<file path="src/drive_cmd_pkg.sv">
`default_nettype none
package drive_cmd_pkg;

  // clock and millisecond timebase
  localparam int CLK_PERIOD_NS = 10;
  localparam int MS_NS = 1000000;
  localparam int MS_CYCLES = MS_NS / CLK_PERIOD_NS;

  // data widths
  localparam int DATA_W = 32;
  localparam int SHORT_W = 16;
  localparam int IN_W = 8;
  localparam int IN_SEL_W = 3;
  localparam int REG_SEL_W = 6;
  localparam int FIFO_DEPTH = 8;

  // reply delay setting, in milliseconds
  localparam int DELAY_W = 15;
  localparam logic [DELAY_W-1:0] REPLY_DELAY_DEFAULT = 15'h000a;
  localparam logic signed [DATA_W-1:0] REPLY_DELAY_MAX = 32'sh00007fff;

  // condition code values held in the read-only condition register
  localparam logic [7:0] CC_NONE = 8'h00;
  localparam logic [7:0] CC_TRUE = 8'h54;
  localparam logic [7:0] CC_FALSE = 8'h46;
  localparam logic [7:0] CC_LESS = 8'h4c;
  localparam logic [7:0] CC_GREATER = 8'h47;
  localparam logic [7:0] CC_EQUAL = 8'h45;

  // interval values
  localparam logic [DATA_W-1:0] ELAPSED_EMPTY = 32'h00000000;
  localparam logic [DATA_W-1:0] MS_SATURATE = 32'hffffffff;

  // buffered operations handed over by the command queue
  typedef enum logic [2:0] {
    OP_INPUT_TEST = 3'h0,
    OP_REG_COMPARE = 3'h1,
    OP_ELAPSED_POP = 3'h2,
    OP_CAPTURE_ARM = 3'h3,
    OP_DELAY_WRITE = 3'h4
  } op_t;

  typedef struct packed {
    op_t op;
    logic [REG_SEL_W-1:0] sel;
    logic level;
    logic is_short;
    logic signed [DATA_W-1:0] value;
  } cmd_t;

  // immediate halt request and the rate settings it chooses from
  typedef struct packed {
    logic use_alt;
    logic jogging;
    logic [DATA_W-1:0] max_rate;
    logic [DATA_W-1:0] move_rate;
    logic [DATA_W-1:0] jog_rate;
  } halt_t;

  // short registers sit in the low half and are sign extended
  function automatic logic signed [DATA_W-1:0] widen(input logic [DATA_W-1:0] v, input logic is_short);
    logic signed [DATA_W-1:0] r;
    r = is_short ? {{(DATA_W-SHORT_W){v[SHORT_W-1]}}, v[SHORT_W-1:0]} : v;
    return r;
  endfunction

endpackage
`default_nettype wire

</file>
<file path="src/interval_fifo.sv">
`timescale 1ns/1ps
`default_nettype none
module interval_fifo
  import drive_cmd_pkg::*;
#(
  parameter int W = DATA_W,
  parameter int DEPTH = FIFO_DEPTH
) (
  // clock and reset
  input wire logic clk,
  input wire logic nrst,
  // control
  input wire logic clear,
  input wire logic push,
  input wire logic [W-1:0] din,
  input wire logic pop,
  // status
  output logic [W-1:0] dout,
  output logic empty,
  output logic full
);
  localparam int AW = $clog2(DEPTH);
  localparam int CW = $clog2(DEPTH + 1);
  localparam logic [CW-1:0] CNT_FULL = CW'(DEPTH);

  typedef struct packed {
    logic [DEPTH-1:0][W-1:0] mem;
    logic [AW-1:0] rd;
    logic [AW-1:0] wr;
    logic [CW-1:0] count;
  } fifo_state_t;

  fifo_state_t state_r;
  fifo_state_t state_nxt;
  logic do_pop;
  logic do_push;

  // a full store drops new intervals unless a pop frees a slot this cycle
  always_comb begin
    state_nxt = state_r;
    do_pop = pop && (state_r.count != '0);
    do_push = push && ((state_r.count != CNT_FULL) || do_pop);
    if (clear) begin
      state_nxt.rd = '0;
      state_nxt.wr = '0;
      state_nxt.count = '0;
    end else begin
      if (do_pop) begin
        state_nxt.rd = state_r.rd + 1'b1;
      end
      if (do_push) begin
        state_nxt.mem[state_r.wr] = din;
        state_nxt.wr = state_r.wr + 1'b1;
      end
      if (do_push && !do_pop) begin
        state_nxt.count = state_r.count + 1'b1;
      end else if (do_pop && !do_push) begin
        state_nxt.count = state_r.count - 1'b1;
      end
    end
  end

  always_ff @(posedge clk) begin
    if (!nrst) begin
      state_r <= '0;
    end else begin
      state_r <= state_nxt;
    end
  end

  assign dout = state_r.mem[state_r.rd];
  assign empty = (state_r.count == '0);
  assign full = (state_r.count == CNT_FULL);
endmodule
`default_nettype wire

</file>
<file path="src/reply_delay_timer.sv">
`timescale 1ns/1ps
`default_nettype none
module reply_delay_timer
  import drive_cmd_pkg::*;
#(
  parameter int DW = DELAY_W
) (
  // clock and reset
  input wire logic clk,
  input wire logic nrst,
  // timebase and request
  input wire logic tick,
  input wire logic start,
  input wire logic [DW-1:0] delay,
  // result
  output logic go,
  output logic busy
);
  typedef enum logic [1:0] {
    T_IDLE = 2'b01,
    T_WAIT = 2'b10
  } tst_t;

  typedef struct packed {
    tst_t st;
    logic [DW-1:0] cnt;
    logic [DW-1:0] target;
    logic go;
  } tmr_state_t;

  tmr_state_t state_r;
  tmr_state_t state_nxt;

  // the first tick may come early, so one extra tick keeps the wait at least the setting
  always_comb begin
    state_nxt = state_r;
    state_nxt.go = 1'b0;
    unique case (state_r.st)
      T_IDLE: begin
        if (start) begin
          if (delay == '0) begin
            state_nxt.go = 1'b1;
          end else begin
            state_nxt.st = T_WAIT;
            state_nxt.cnt = '0;
            state_nxt.target = delay;
          end
        end
      end
      T_WAIT: begin
        if (tick) begin
          if (state_r.cnt == state_r.target) begin
            state_nxt.go = 1'b1;
            state_nxt.st = T_IDLE;
          end else begin
            state_nxt.cnt = state_r.cnt + 1'b1;
          end
        end
      end
      default: state_nxt.st = T_IDLE;
    endcase
  end

  always_ff @(posedge clk) begin
    if (!nrst) begin
      state_r <= '0;
      state_r.st <= T_IDLE;
    end else begin
      state_r <= state_nxt;
    end
  end

  assign go = state_r.go;
  assign busy = (state_r.st == T_WAIT);
endmodule
`default_nettype wire

</file>
<file path="src/drive_cmd_exec.sv">
`timescale 1ns/1ps
`default_nettype none
// Summary of operation
// - plain halt is immediate, bypasses the queue, stops at the maximum slowdown rate
// - halt with D suffix uses move slowdown rate, or jog rate while jogging
// - a reply is released only after the programmed transmit delay has passed
// - transmit delay is 0 to 32767 ms, ten after reset
// - transmit delay is writable, readable and kept in non-volatile storage
// - input test sets condition code true on match, false otherwise
// - condition code is held in a read-only register for conditional jumps
// - register compare checks a data register against a value, setting condition code
// - each trigger pushes the milliseconds elapsed since the previous trigger or arm, dropped when the store is full
// - interval store is a first-in first-out of eight words
// - each pop moves the oldest interval into the elapsed result register
// - arming interval capture empties the interval store
// - popping an empty store writes zero to the elapsed result register
// - every trigger is counted in the event count register
// - halt ends only the executing buffered command, queued ones stay
module drive_cmd_exec
  import drive_cmd_pkg::*;
#(
  parameter int MS_CYCLES_P = MS_CYCLES
) (
  // clock and reset
  input wire logic clk,
  input wire logic nrst,
  // buffered commands from the queue
  input wire logic cmd_valid,
  input wire cmd_t cmd,
  input wire logic queue_busy,
  output logic cmd_ready,
  // immediate halt
  input wire logic halt_cmd,
  input wire halt_t halt,
  output logic halt_stop,
  output logic [DATA_W-1:0] halt_rate,
  output logic abort_current,
  // transmit delay and its non-volatile copy
  input wire logic nv_load_valid,
  input wire logic [DELAY_W-1:0] nv_load_value,
  input wire logic reply_req,
  output logic reply_go,
  output logic reply_pending,
  output logic [DELAY_W-1:0] reply_delay_value,
  output logic nv_store,
  // inputs and data registers
  input wire logic [IN_W-1:0] in_pins,
  output logic [REG_SEL_W-1:0] reg_rd_sel,
  input wire logic [DATA_W-1:0] reg_rd_data,
  output logic [7:0] cond_code,
  // interval capture
  output logic [DATA_W-1:0] elapsed_result,
  output logic [DATA_W-1:0] event_count,
  output logic capture_armed
);
  localparam int PW = $clog2(MS_CYCLES_P + 1);
  localparam logic [PW-1:0] PRESC_LAST = PW'(MS_CYCLES_P - 1);

  typedef enum logic [1:0] {
    ST_IDLE = 2'b01,
    ST_REG_WAIT = 2'b10
  } st_t;

  typedef struct packed {
    st_t st;
    logic ready;
    cmd_t cmd;
    logic [PW-1:0] presc;
    logic tick;
    logic [DELAY_W-1:0] delay;
    logic nv_store;
    logic halt_stop;
    logic [DATA_W-1:0] halt_rate;
    logic abort;
    logic [7:0] cc;
    logic [REG_SEL_W-1:0] rd_sel;
    logic [DATA_W-1:0] elapsed;
    logic [DATA_W-1:0] events;
    logic [DATA_W-1:0] interval;
    logic armed;
    logic [IN_SEL_W-1:0] trig_sel;
    logic trig_level;
    logic trig_prev;
  } state_t;

  state_t state_r;
  state_t state_nxt;

  logic accept;
  logic trig_now;
  logic trig_event;
  logic in_match;
  logic fifo_push;
  logic fifo_pop;
  logic fifo_clear;
  logic fifo_empty;
  logic fifo_full;
  logic [DATA_W-1:0] fifo_head;
  logic signed [DATA_W-1:0] cmp_reg;
  logic signed [DATA_W-1:0] cmp_val;
  logic [DATA_W-1:0] interval_start;

  // interval store
  interval_fifo #(
    .W(DATA_W),
    .DEPTH(FIFO_DEPTH)
  ) u_fifo (
    .clk(clk),
    .nrst(nrst),
    .clear(fifo_clear),
    .push(fifo_push),
    .din(state_r.interval),
    .pop(fifo_pop),
    .dout(fifo_head),
    .empty(fifo_empty),
    .full(fifo_full)
  );

  // reply turnaround timer, counts millisecond ticks
  reply_delay_timer #(
    .DW(DELAY_W)
  ) u_timer (
    .clk(clk),
    .nrst(nrst),
    .tick(state_r.tick),
    .start(reply_req),
    .delay(state_r.delay),
    .go(reply_go),
    .busy(reply_pending)
  );

  // helpers shared by next-state logic and checks
  assign accept = cmd_valid && state_r.ready && (state_r.st == ST_IDLE);
  assign trig_now = in_pins[state_r.trig_sel];
  assign trig_event = state_r.armed && (trig_now == state_r.trig_level) && (state_r.trig_prev != state_r.trig_level);
  assign in_match = (in_pins[cmd.sel[IN_SEL_W-1:0]] == cmd.level);
  assign cmp_reg = widen(reg_rd_data, state_r.cmd.is_short);
  assign cmp_val = widen(state_r.cmd.value, state_r.cmd.is_short);
  // a tick landing with a trigger or arm opens the new interval, so no millisecond is lost
  assign interval_start = {{(DATA_W-1){1'b0}}, state_r.tick};

  // next state of the whole block
  always_comb begin
    state_nxt = state_r;
    state_nxt.tick = 1'b0;
    state_nxt.nv_store = 1'b0;
    state_nxt.halt_stop = 1'b0;
    state_nxt.abort = 1'b0;
    fifo_push = 1'b0;
    fifo_pop = 1'b0;
    fifo_clear = 1'b0;

    // millisecond timebase
    if (state_r.presc == PRESC_LAST) begin
      state_nxt.presc = '0;
      state_nxt.tick = 1'b1;
    end else begin
      state_nxt.presc = state_r.presc + 1'b1;
    end

    // halt skips the queue; only the running command is aborted
    if (halt_cmd) begin
      state_nxt.halt_stop = 1'b1;
      state_nxt.abort = 1'b1;
      if (!halt.use_alt) begin
        state_nxt.halt_rate = halt.max_rate;
      end else if (halt.jogging) begin
        state_nxt.halt_rate = halt.jog_rate;
      end else begin
        state_nxt.halt_rate = halt.move_rate;
      end
    end

    // stored setting restored after power up
    if (nv_load_valid) begin
      state_nxt.delay = nv_load_value;
    end

    // interval timer saturates rather than wrap to a short bogus value
    if (state_r.tick && (state_r.interval != MS_SATURATE)) begin
      state_nxt.interval = state_r.interval + 1'b1;
    end
    state_nxt.trig_prev = trig_now;
    if (trig_event) begin
      fifo_push = 1'b1;
      state_nxt.interval = interval_start;
      state_nxt.events = state_r.events + 1'b1;
    end

    // buffered command execution
    unique case (state_r.st)
      ST_IDLE: begin
        if (accept) begin
          unique case (cmd.op)
            OP_INPUT_TEST: begin
              state_nxt.cc = in_match ? CC_TRUE : CC_FALSE;
            end
            OP_REG_COMPARE: begin
              state_nxt.cmd = cmd;
              state_nxt.rd_sel = cmd.sel;
              state_nxt.st = ST_REG_WAIT;
            end
            OP_ELAPSED_POP: begin
              fifo_pop = !fifo_empty;
              state_nxt.elapsed = fifo_empty ? ELAPSED_EMPTY : fifo_head;
            end
            OP_CAPTURE_ARM: begin
              fifo_clear = 1'b1;
              state_nxt.armed = 1'b1;
              state_nxt.trig_sel = cmd.sel[IN_SEL_W-1:0];
              state_nxt.trig_level = cmd.level;
              state_nxt.trig_prev = in_pins[cmd.sel[IN_SEL_W-1:0]];
              state_nxt.interval = interval_start;
            end
            OP_DELAY_WRITE: begin
              // out-of-range settings are ignored and the old value stays
              if ((cmd.value >= 0) && (cmd.value <= REPLY_DELAY_MAX)) begin
                state_nxt.delay = cmd.value[DELAY_W-1:0];
                state_nxt.nv_store = 1'b1;
              end
            end
            default: state_nxt.st = ST_IDLE;
          endcase
        end
      end
      ST_REG_WAIT: begin
        // register file answers one cycle after the select is registered
        if (cmp_reg < cmp_val) begin
          state_nxt.cc = CC_LESS;
        end else if (cmp_reg > cmp_val) begin
          state_nxt.cc = CC_GREATER;
        end else begin
          state_nxt.cc = CC_EQUAL;
        end
        state_nxt.st = ST_IDLE;
      end
      default: state_nxt.st = ST_IDLE;
    endcase

    // next buffered command waits until the preceding one is done
    state_nxt.ready = (state_nxt.st == ST_IDLE) && !queue_busy;
  end

  // state register
  always_ff @(posedge clk) begin
    if (!nrst) begin
      state_r <= '0;
      state_r.st <= ST_IDLE;
      state_r.delay <= REPLY_DELAY_DEFAULT;
      state_r.cc <= CC_NONE;
    end else begin
      state_r <= state_nxt;
    end
  end

  // outputs straight from the state register
  assign cmd_ready = state_r.ready;
  assign halt_stop = state_r.halt_stop;
  assign halt_rate = state_r.halt_rate;
  assign abort_current = state_r.abort;
  assign reply_delay_value = state_r.delay;
  assign nv_store = state_r.nv_store;
  assign reg_rd_sel = state_r.rd_sel;
  assign cond_code = state_r.cc;
  assign elapsed_result = state_r.elapsed;
  assign event_count = state_r.events;
  assign capture_armed = state_r.armed;
endmodule
`default_nettype wire

</file>
<file path="config.mk">
export PLATFORM = sky130hd
export DESIGN_NAME = drive_cmd_exec
export DESIGN_NICKNAME = d
export VERILOG_FILES = /design/src/drive_cmd_pkg.sv /design/src/interval_fifo.sv /design/src/reply_delay_timer.sv /design/src/drive_cmd_exec.sv
export SDC_FILE = /design/constraint.sdc
export NUM_CORES = 1
export LEC_CHECK = 0
export BUFFER_PORTS_ARGS = -buffer_cell sky130_fd_sc_hd__buf_2
export CORE_MARGIN = 2
export CORE_UTILIZATION = 30
export CTS_BUF_LIST = sky130_fd_sc_hd__clkbuf_8
export CTS_CLUSTER_SIZE = 28
export DETAILED_ROUTE_END_ITERATION = 6
export PLACE_DENSITY_LB_ADDON = 0.25
export SETUP_SLACK_MARGIN = 0.05
export SLEW_MARGIN = 20
export SYNTH_ARGS = -nofsm -noshare
export SYNTH_HDL_FRONTEND = slang
export SYNTH_SLANG_ARGS = --single-unit
</file>
<file path="constraint.sdc">
create_clock -name clk -period 6.5 [get_ports clk]
set_input_delay 0.325 -clock clk [delete_from_list [all_inputs] [get_ports clk]]
set_output_delay 0.325 -clock clk [all_outputs]
set_load 0.005 [all_outputs]
</file>
==> results.rst <==
.. list-table::
   :header-rows: 1

   * - Metric
     - Value
   * - Total wire length
     - 68.4 mm
   * - Switch share
     - 25.5%
   * - Clock root cell
     - sky130_fd_sc_hd__clkbuf_8
   * - Internal power component
     - 4.91 mW
   * - Unrepaired setup endpoints after global routing
     - false
   * - Type of the setup path with the least slack
     - register to register
   * - Main combinational cell family by area after synthesis
     - simple AND/OR/NAND/NOR gates
   * - Final count of negative-setup-slack endpoints
     - 0
   * - Combinational group share of total power
     - 7.7%
   * - Worst setup slack for register-to-register paths
     - 2290 ps
   * - Initial core utilization
     - 30.3%
   * - Reg clk slew, reported paths
     - 60 ps
   * - Synth unique cells
     - 63
   * - Synth Area in Compound Gates
     - 8.13%
   * - Met2 Routed Length
     - 32.1 mm
   * - Leak pwr
     - 11.6 nW
   * - Post-detail-place hpwl
     - 43.0 mm
   * - R2R Path End
     - cond_code[3]
   * - # port buffers
     - 332
   * - Final clock period utilization by the worst path
     - 64.8%
   * - Number of global-route vias before repair
     - 18600
   * - Final net count
     - 3205
   * - Via count of the routed design
     - 19300
   * - Total negative setup slack
     - 0 ps
   * - Worst Clk Skew
     - 44.7 ps
   * - Top layer reached by signal wires
     - met5
   * - Outcome
     - finished clean
   * - Post-Synth Adder-Cell Area
     - 2.29%
   * - Sequential power share
     - 49.0%
   * - Met3 Wirelength
     - 3.52 mm
   * - Total of fill cells in the finished design
     - 8383
   * - Arrival time worst endpoint
     - 4780 ps
   * - Most frequent cells in the layout
     - sky130_fd_sc_hd__dfxtp_1, sky130_fd_sc_hd__nand2_1, sky130_fd_sc_hd__nor2_1
   * - Via-per-instance ratio
     - 4.72
   * - Post-synthesis area per instance
     - 8.81 µm²
   * - Clk buf depth
     - 3
   * - Main synth FF type
     - sky130_fd_sc_hd__dfxtp_1
   * - Area share of xor/xnor cells in the synthesized design
     - 3.48%
   * - Beginning of the worst register-to-register path
     - state_r[216]
   * - Slew at the pin closest to its max-slew limit
     - 1080 ps
   * - Reported max-cap violation count
     - 0
   * - Clock period minus final worst setup slack
     - 4210 ps
   * - Total routed wire length on the met1 layer
     - 31.2 mm
   * - Max Clk Rate
     - 237 MHz
   * - Kind of start point of the critical path
     - register
   * - Depth of the critical timing path with buffers and inverters included
     - 10
   * - TritonCTS clock tree
     - yes
   * - Fin. Hold Viols
     - 0
   * - Min-Delay Endpoint
     - halt_rate[8]
   * - Delay contributed by the slowest stage of the critical path
     - 990 ps
   * - Net Sw Power
     - 1.68 mW
   * - Flop and latch count out of synthesis
     - 515
   * - Routability-driven placement congestion ratio
     - 0.793
   * - Floorplan die height
     - 289 µm
   * - Most common cell after layout, fill and taps aside
     - sky130_fd_sc_hd__dfxtp_1
   * - Library cell contributing the largest single delay on the critical path
     - sky130_fd_sc_hd__nor2_1
   * - Final Instance Count excl. Fillers
     - 4079
   * - Fraction of layout instances using a drive strength above 1
     - 19.3%
   * - Area of the core
     - 0.0805 mm²
   * - Initial antenna violation count
     - 3
   * - Total global routing overflow
     - 0
   * - TritonCTS Buffers
     - 88
   * - TritonCTS sink count
     - 515
   * - Cell Chain, Critical Path
     - clkinv_1 -> nor2_1 -> a21oi_1 -> ha_1 -> nand4_1 -> nor4_1 -> nand2_1 -> a31o_2 -> a211o_1 -> and4b_1
   * - Pin count of the biggest net entering global routing
     - 206
   * - # H-tree levels
     - 3
   * - Iteration count of the initial detailed-routing pass
     - 5
   * - Global-route wire length before repair
     - 105 mm
   * - Detailed Route Iter0 Violations
     - 1135
   * - Clock power frac
     - 43.3%
   * - Type of destination of the critical path
     - register
   * - Maximum ir drop on the vdd rail
     - 0.115 mV
   * - Hold Path Class
     - input pin to register
   * - Slew Limit Headroom
     - 27.5%
   * - Warnings from Yosys
     - 0
   * - Area grow syn2layout
     - 15.6%
   * - Cell area power density
     - 233 mW/mm²
   * - Total track usage
     - 15.9%
   * - FF-to-FF path depth
     - 10
   * - Clock network latency to the later pin of the worst-skew pair
     - 690 ps
   * - Resized Gates After CTS
     - 0
   * - Number of max-slew violations in the final report
     - 0
   * - Number of placed instances with taps included
     - 3857
   * - I/O pin count
     - 335
   * - Area of combinational cells with multiple inputs
     - 0.0121 mm²
   * - Num rows
     - 104
   * - Cell area after synthesis
     - 0.0244 mm²
   * - Die area
     - 0.0837 mm²
   * - Largest fanout on the critical path
     - 19
   * - Worst hold path depth
     - 5
   * - Post-CTS setup repair buffer count
     - 0
   * - Startpoint of the worst hold path
     - halt[72]
   * - EDFF count, synth
     - 0
   * - Number of buffers and inverters on the critical path
     - 1
   * - Mux cell area share after synthesis
     - 17.7%
   * - Post-synthesis simple-gate area fraction
     - 17.8%
   * - Worst endpoint required time
     - 7070 ps
   * - FF/Latch Area
     - 0.0103 mm²
   * - Number of DRC violations after detailed routing
     - 0
   * - Die Wd
     - 289 µm
   * - Post-layout instance area
     - 0.0282 mm²
   * - Share of synthesized area occupied by flip-flops and latches
     - 42.2%
   * - Top Family by Delay on Critical Path
     - simple AND/OR/NAND/NOR gates
   * - Share of flip-flops with an asynchronous set or reset
     - 0%
   * - Gate count after technology mapping
     - 2771
   * - Hold buffer count at cts
     - 71
   * - Tightest hold margin
     - 59.7 ps
   * - Cell area after placement
     - 0.0258 mm²
   * - Drt wl/cell
     - 16.8 µm
   * - Count of antenna-violating nets left after detailed routing
     - 0
==> registers in the layout, indices dropped and copies added, names as in the netlist <==
register / cells
u_fifo.state_r: 266
state_r: 89
elapsed_result: 32
event_count: 32
halt_rate: 32
u_timer.state_r: 32
reply_delay_value: 15
reg_rd_sel: 6
cond_code: 5
capture_armed: 1
cmd_ready: 1
halt_stop: 1
interval_start: 1
nv_store: 1
u_timer.go: 1
==> cell families after synthesis <==
| logic type | after synthesis |
|---|---|
| other cells | 1 |
| simple gates | 1007 |
| buf+inv | 390 |
| xor+xnor | 97 |
| fa+ha+maj | 44 |
| mux | 343 |
| compound gates | 374 |
| flops | 515 |
==> through the flow <==
step | utilization, % | setup slack, ps | power, mW
floorplan | - | 3130 | 3.62
global placement | 32.0 | 2620 | 3.77
detailed placement | 32.0 | 2350 | 3.77
CTS | 35.0 | 2330 | 6.71
global route | 35.0 | 1850 | 6.90
finish | 35.0 | 2290 | 6.59
==> power by group through the flow <==
stage	logic [mW]	clock network (mW)	registers, mW
6_report	0.509	2.85	3.23
5_1_grt	0.566	3.10	3.23
4_1_cts	0.514	2.97	3.23
3_5_place_dp	0.476	0	3.30
3_3_place_gp	0.477	0	3.30
2_1_floorplan	0.335	0	3.29
==> synth_stat cells, types with 17 or more instances <==
| master | n | area (µm²) |
|---|---|---|
| sky130_fd_sc_hd__nor4_1 | 31 | 194 |
| sky130_fd_sc_hd__nor3_1 | 17 | 85.1 |
| sky130_fd_sc_hd__buf_4 | 138 | 1040 |
| sky130_fd_sc_hd__nand4_1 | 28 | 175 |
| sky130_fd_sc_hd__mux4_2 | 68 | 1530 |
| sky130_fd_sc_hd__mux2i_1 | 258 | 2580 |
| sky130_fd_sc_hd__dfxtp_1 | 515 | 10300 |
| sky130_fd_sc_hd__buf_2 | 34 | 170 |
| sky130_fd_sc_hd__o21ai_0 | 40 | 200 |
| sky130_fd_sc_hd__nor2_1 | 393 | 1480 |
| sky130_fd_sc_hd__ha_1 | 43 | 538 |
| sky130_fd_sc_hd__nand3_1 | 33 | 165 |
| sky130_fd_sc_hd__xnor2_1 | 48 | 420 |
| sky130_fd_sc_hd__buf_1 | 28 | 105 |
| sky130_fd_sc_hd__xor2_1 | 49 | 429 |
| sky130_fd_sc_hd__a21oi_1 | 297 | 1490 |
| sky130_fd_sc_hd__clkbuf_1 | 127 | 477 |
| sky130_fd_sc_hd__nand2_1 | 412 | 1550 |
| sky130_fd_sc_hd__inv_1 | 60 | 225 |
==> layer usage <==
metal / up-vias / GRT usage, %
met5: - / 0
met4: 2 / 4.99
met3: 110 / 2.80
met2: 417 / 27.0
met1: 9071 / 20.4
li1: 9668 / -
==> final cells by class <==
cell class / count / area share (%)
antenna: 3 / 0.0266
clock inverter: 41 / 0.771
multi-input combinational: 1867 / 42.8
inverter: 61 / 0.838
sequential: 515 / 36.6
tap: 1060 / 4.70
clock buffer: 107 / 5.22
timing repair buffer: 425 / 9.04
==> worst min-delay path: cells and delay by family <==
kind                   cells  cell delay, ps
AND/OR/NAND/NOR            2             100
AO/OA/AOI/OAI              1             100
multiplexers               1              80
buffers and inverters      1              70
==> worst max path at each step <==
stage | start | slack (ps) | end
6_report | state_r[216] | 2290 | cond_code[3]
3_5_place_dp | state_r[216] | 2350 | cond_code[3]
5_1_grt | state_r[216] | 1850 | cond_code[3]
4_1_cts | state_r[216] | 2330 | cond_code[3]
2_1_floorplan | state_r[4] | 3130 | u_fifo.state_r[3]
3_3_place_gp | state_r[216] | 2620 | cond_code[3]
Power figures use the tool's default switching activity.
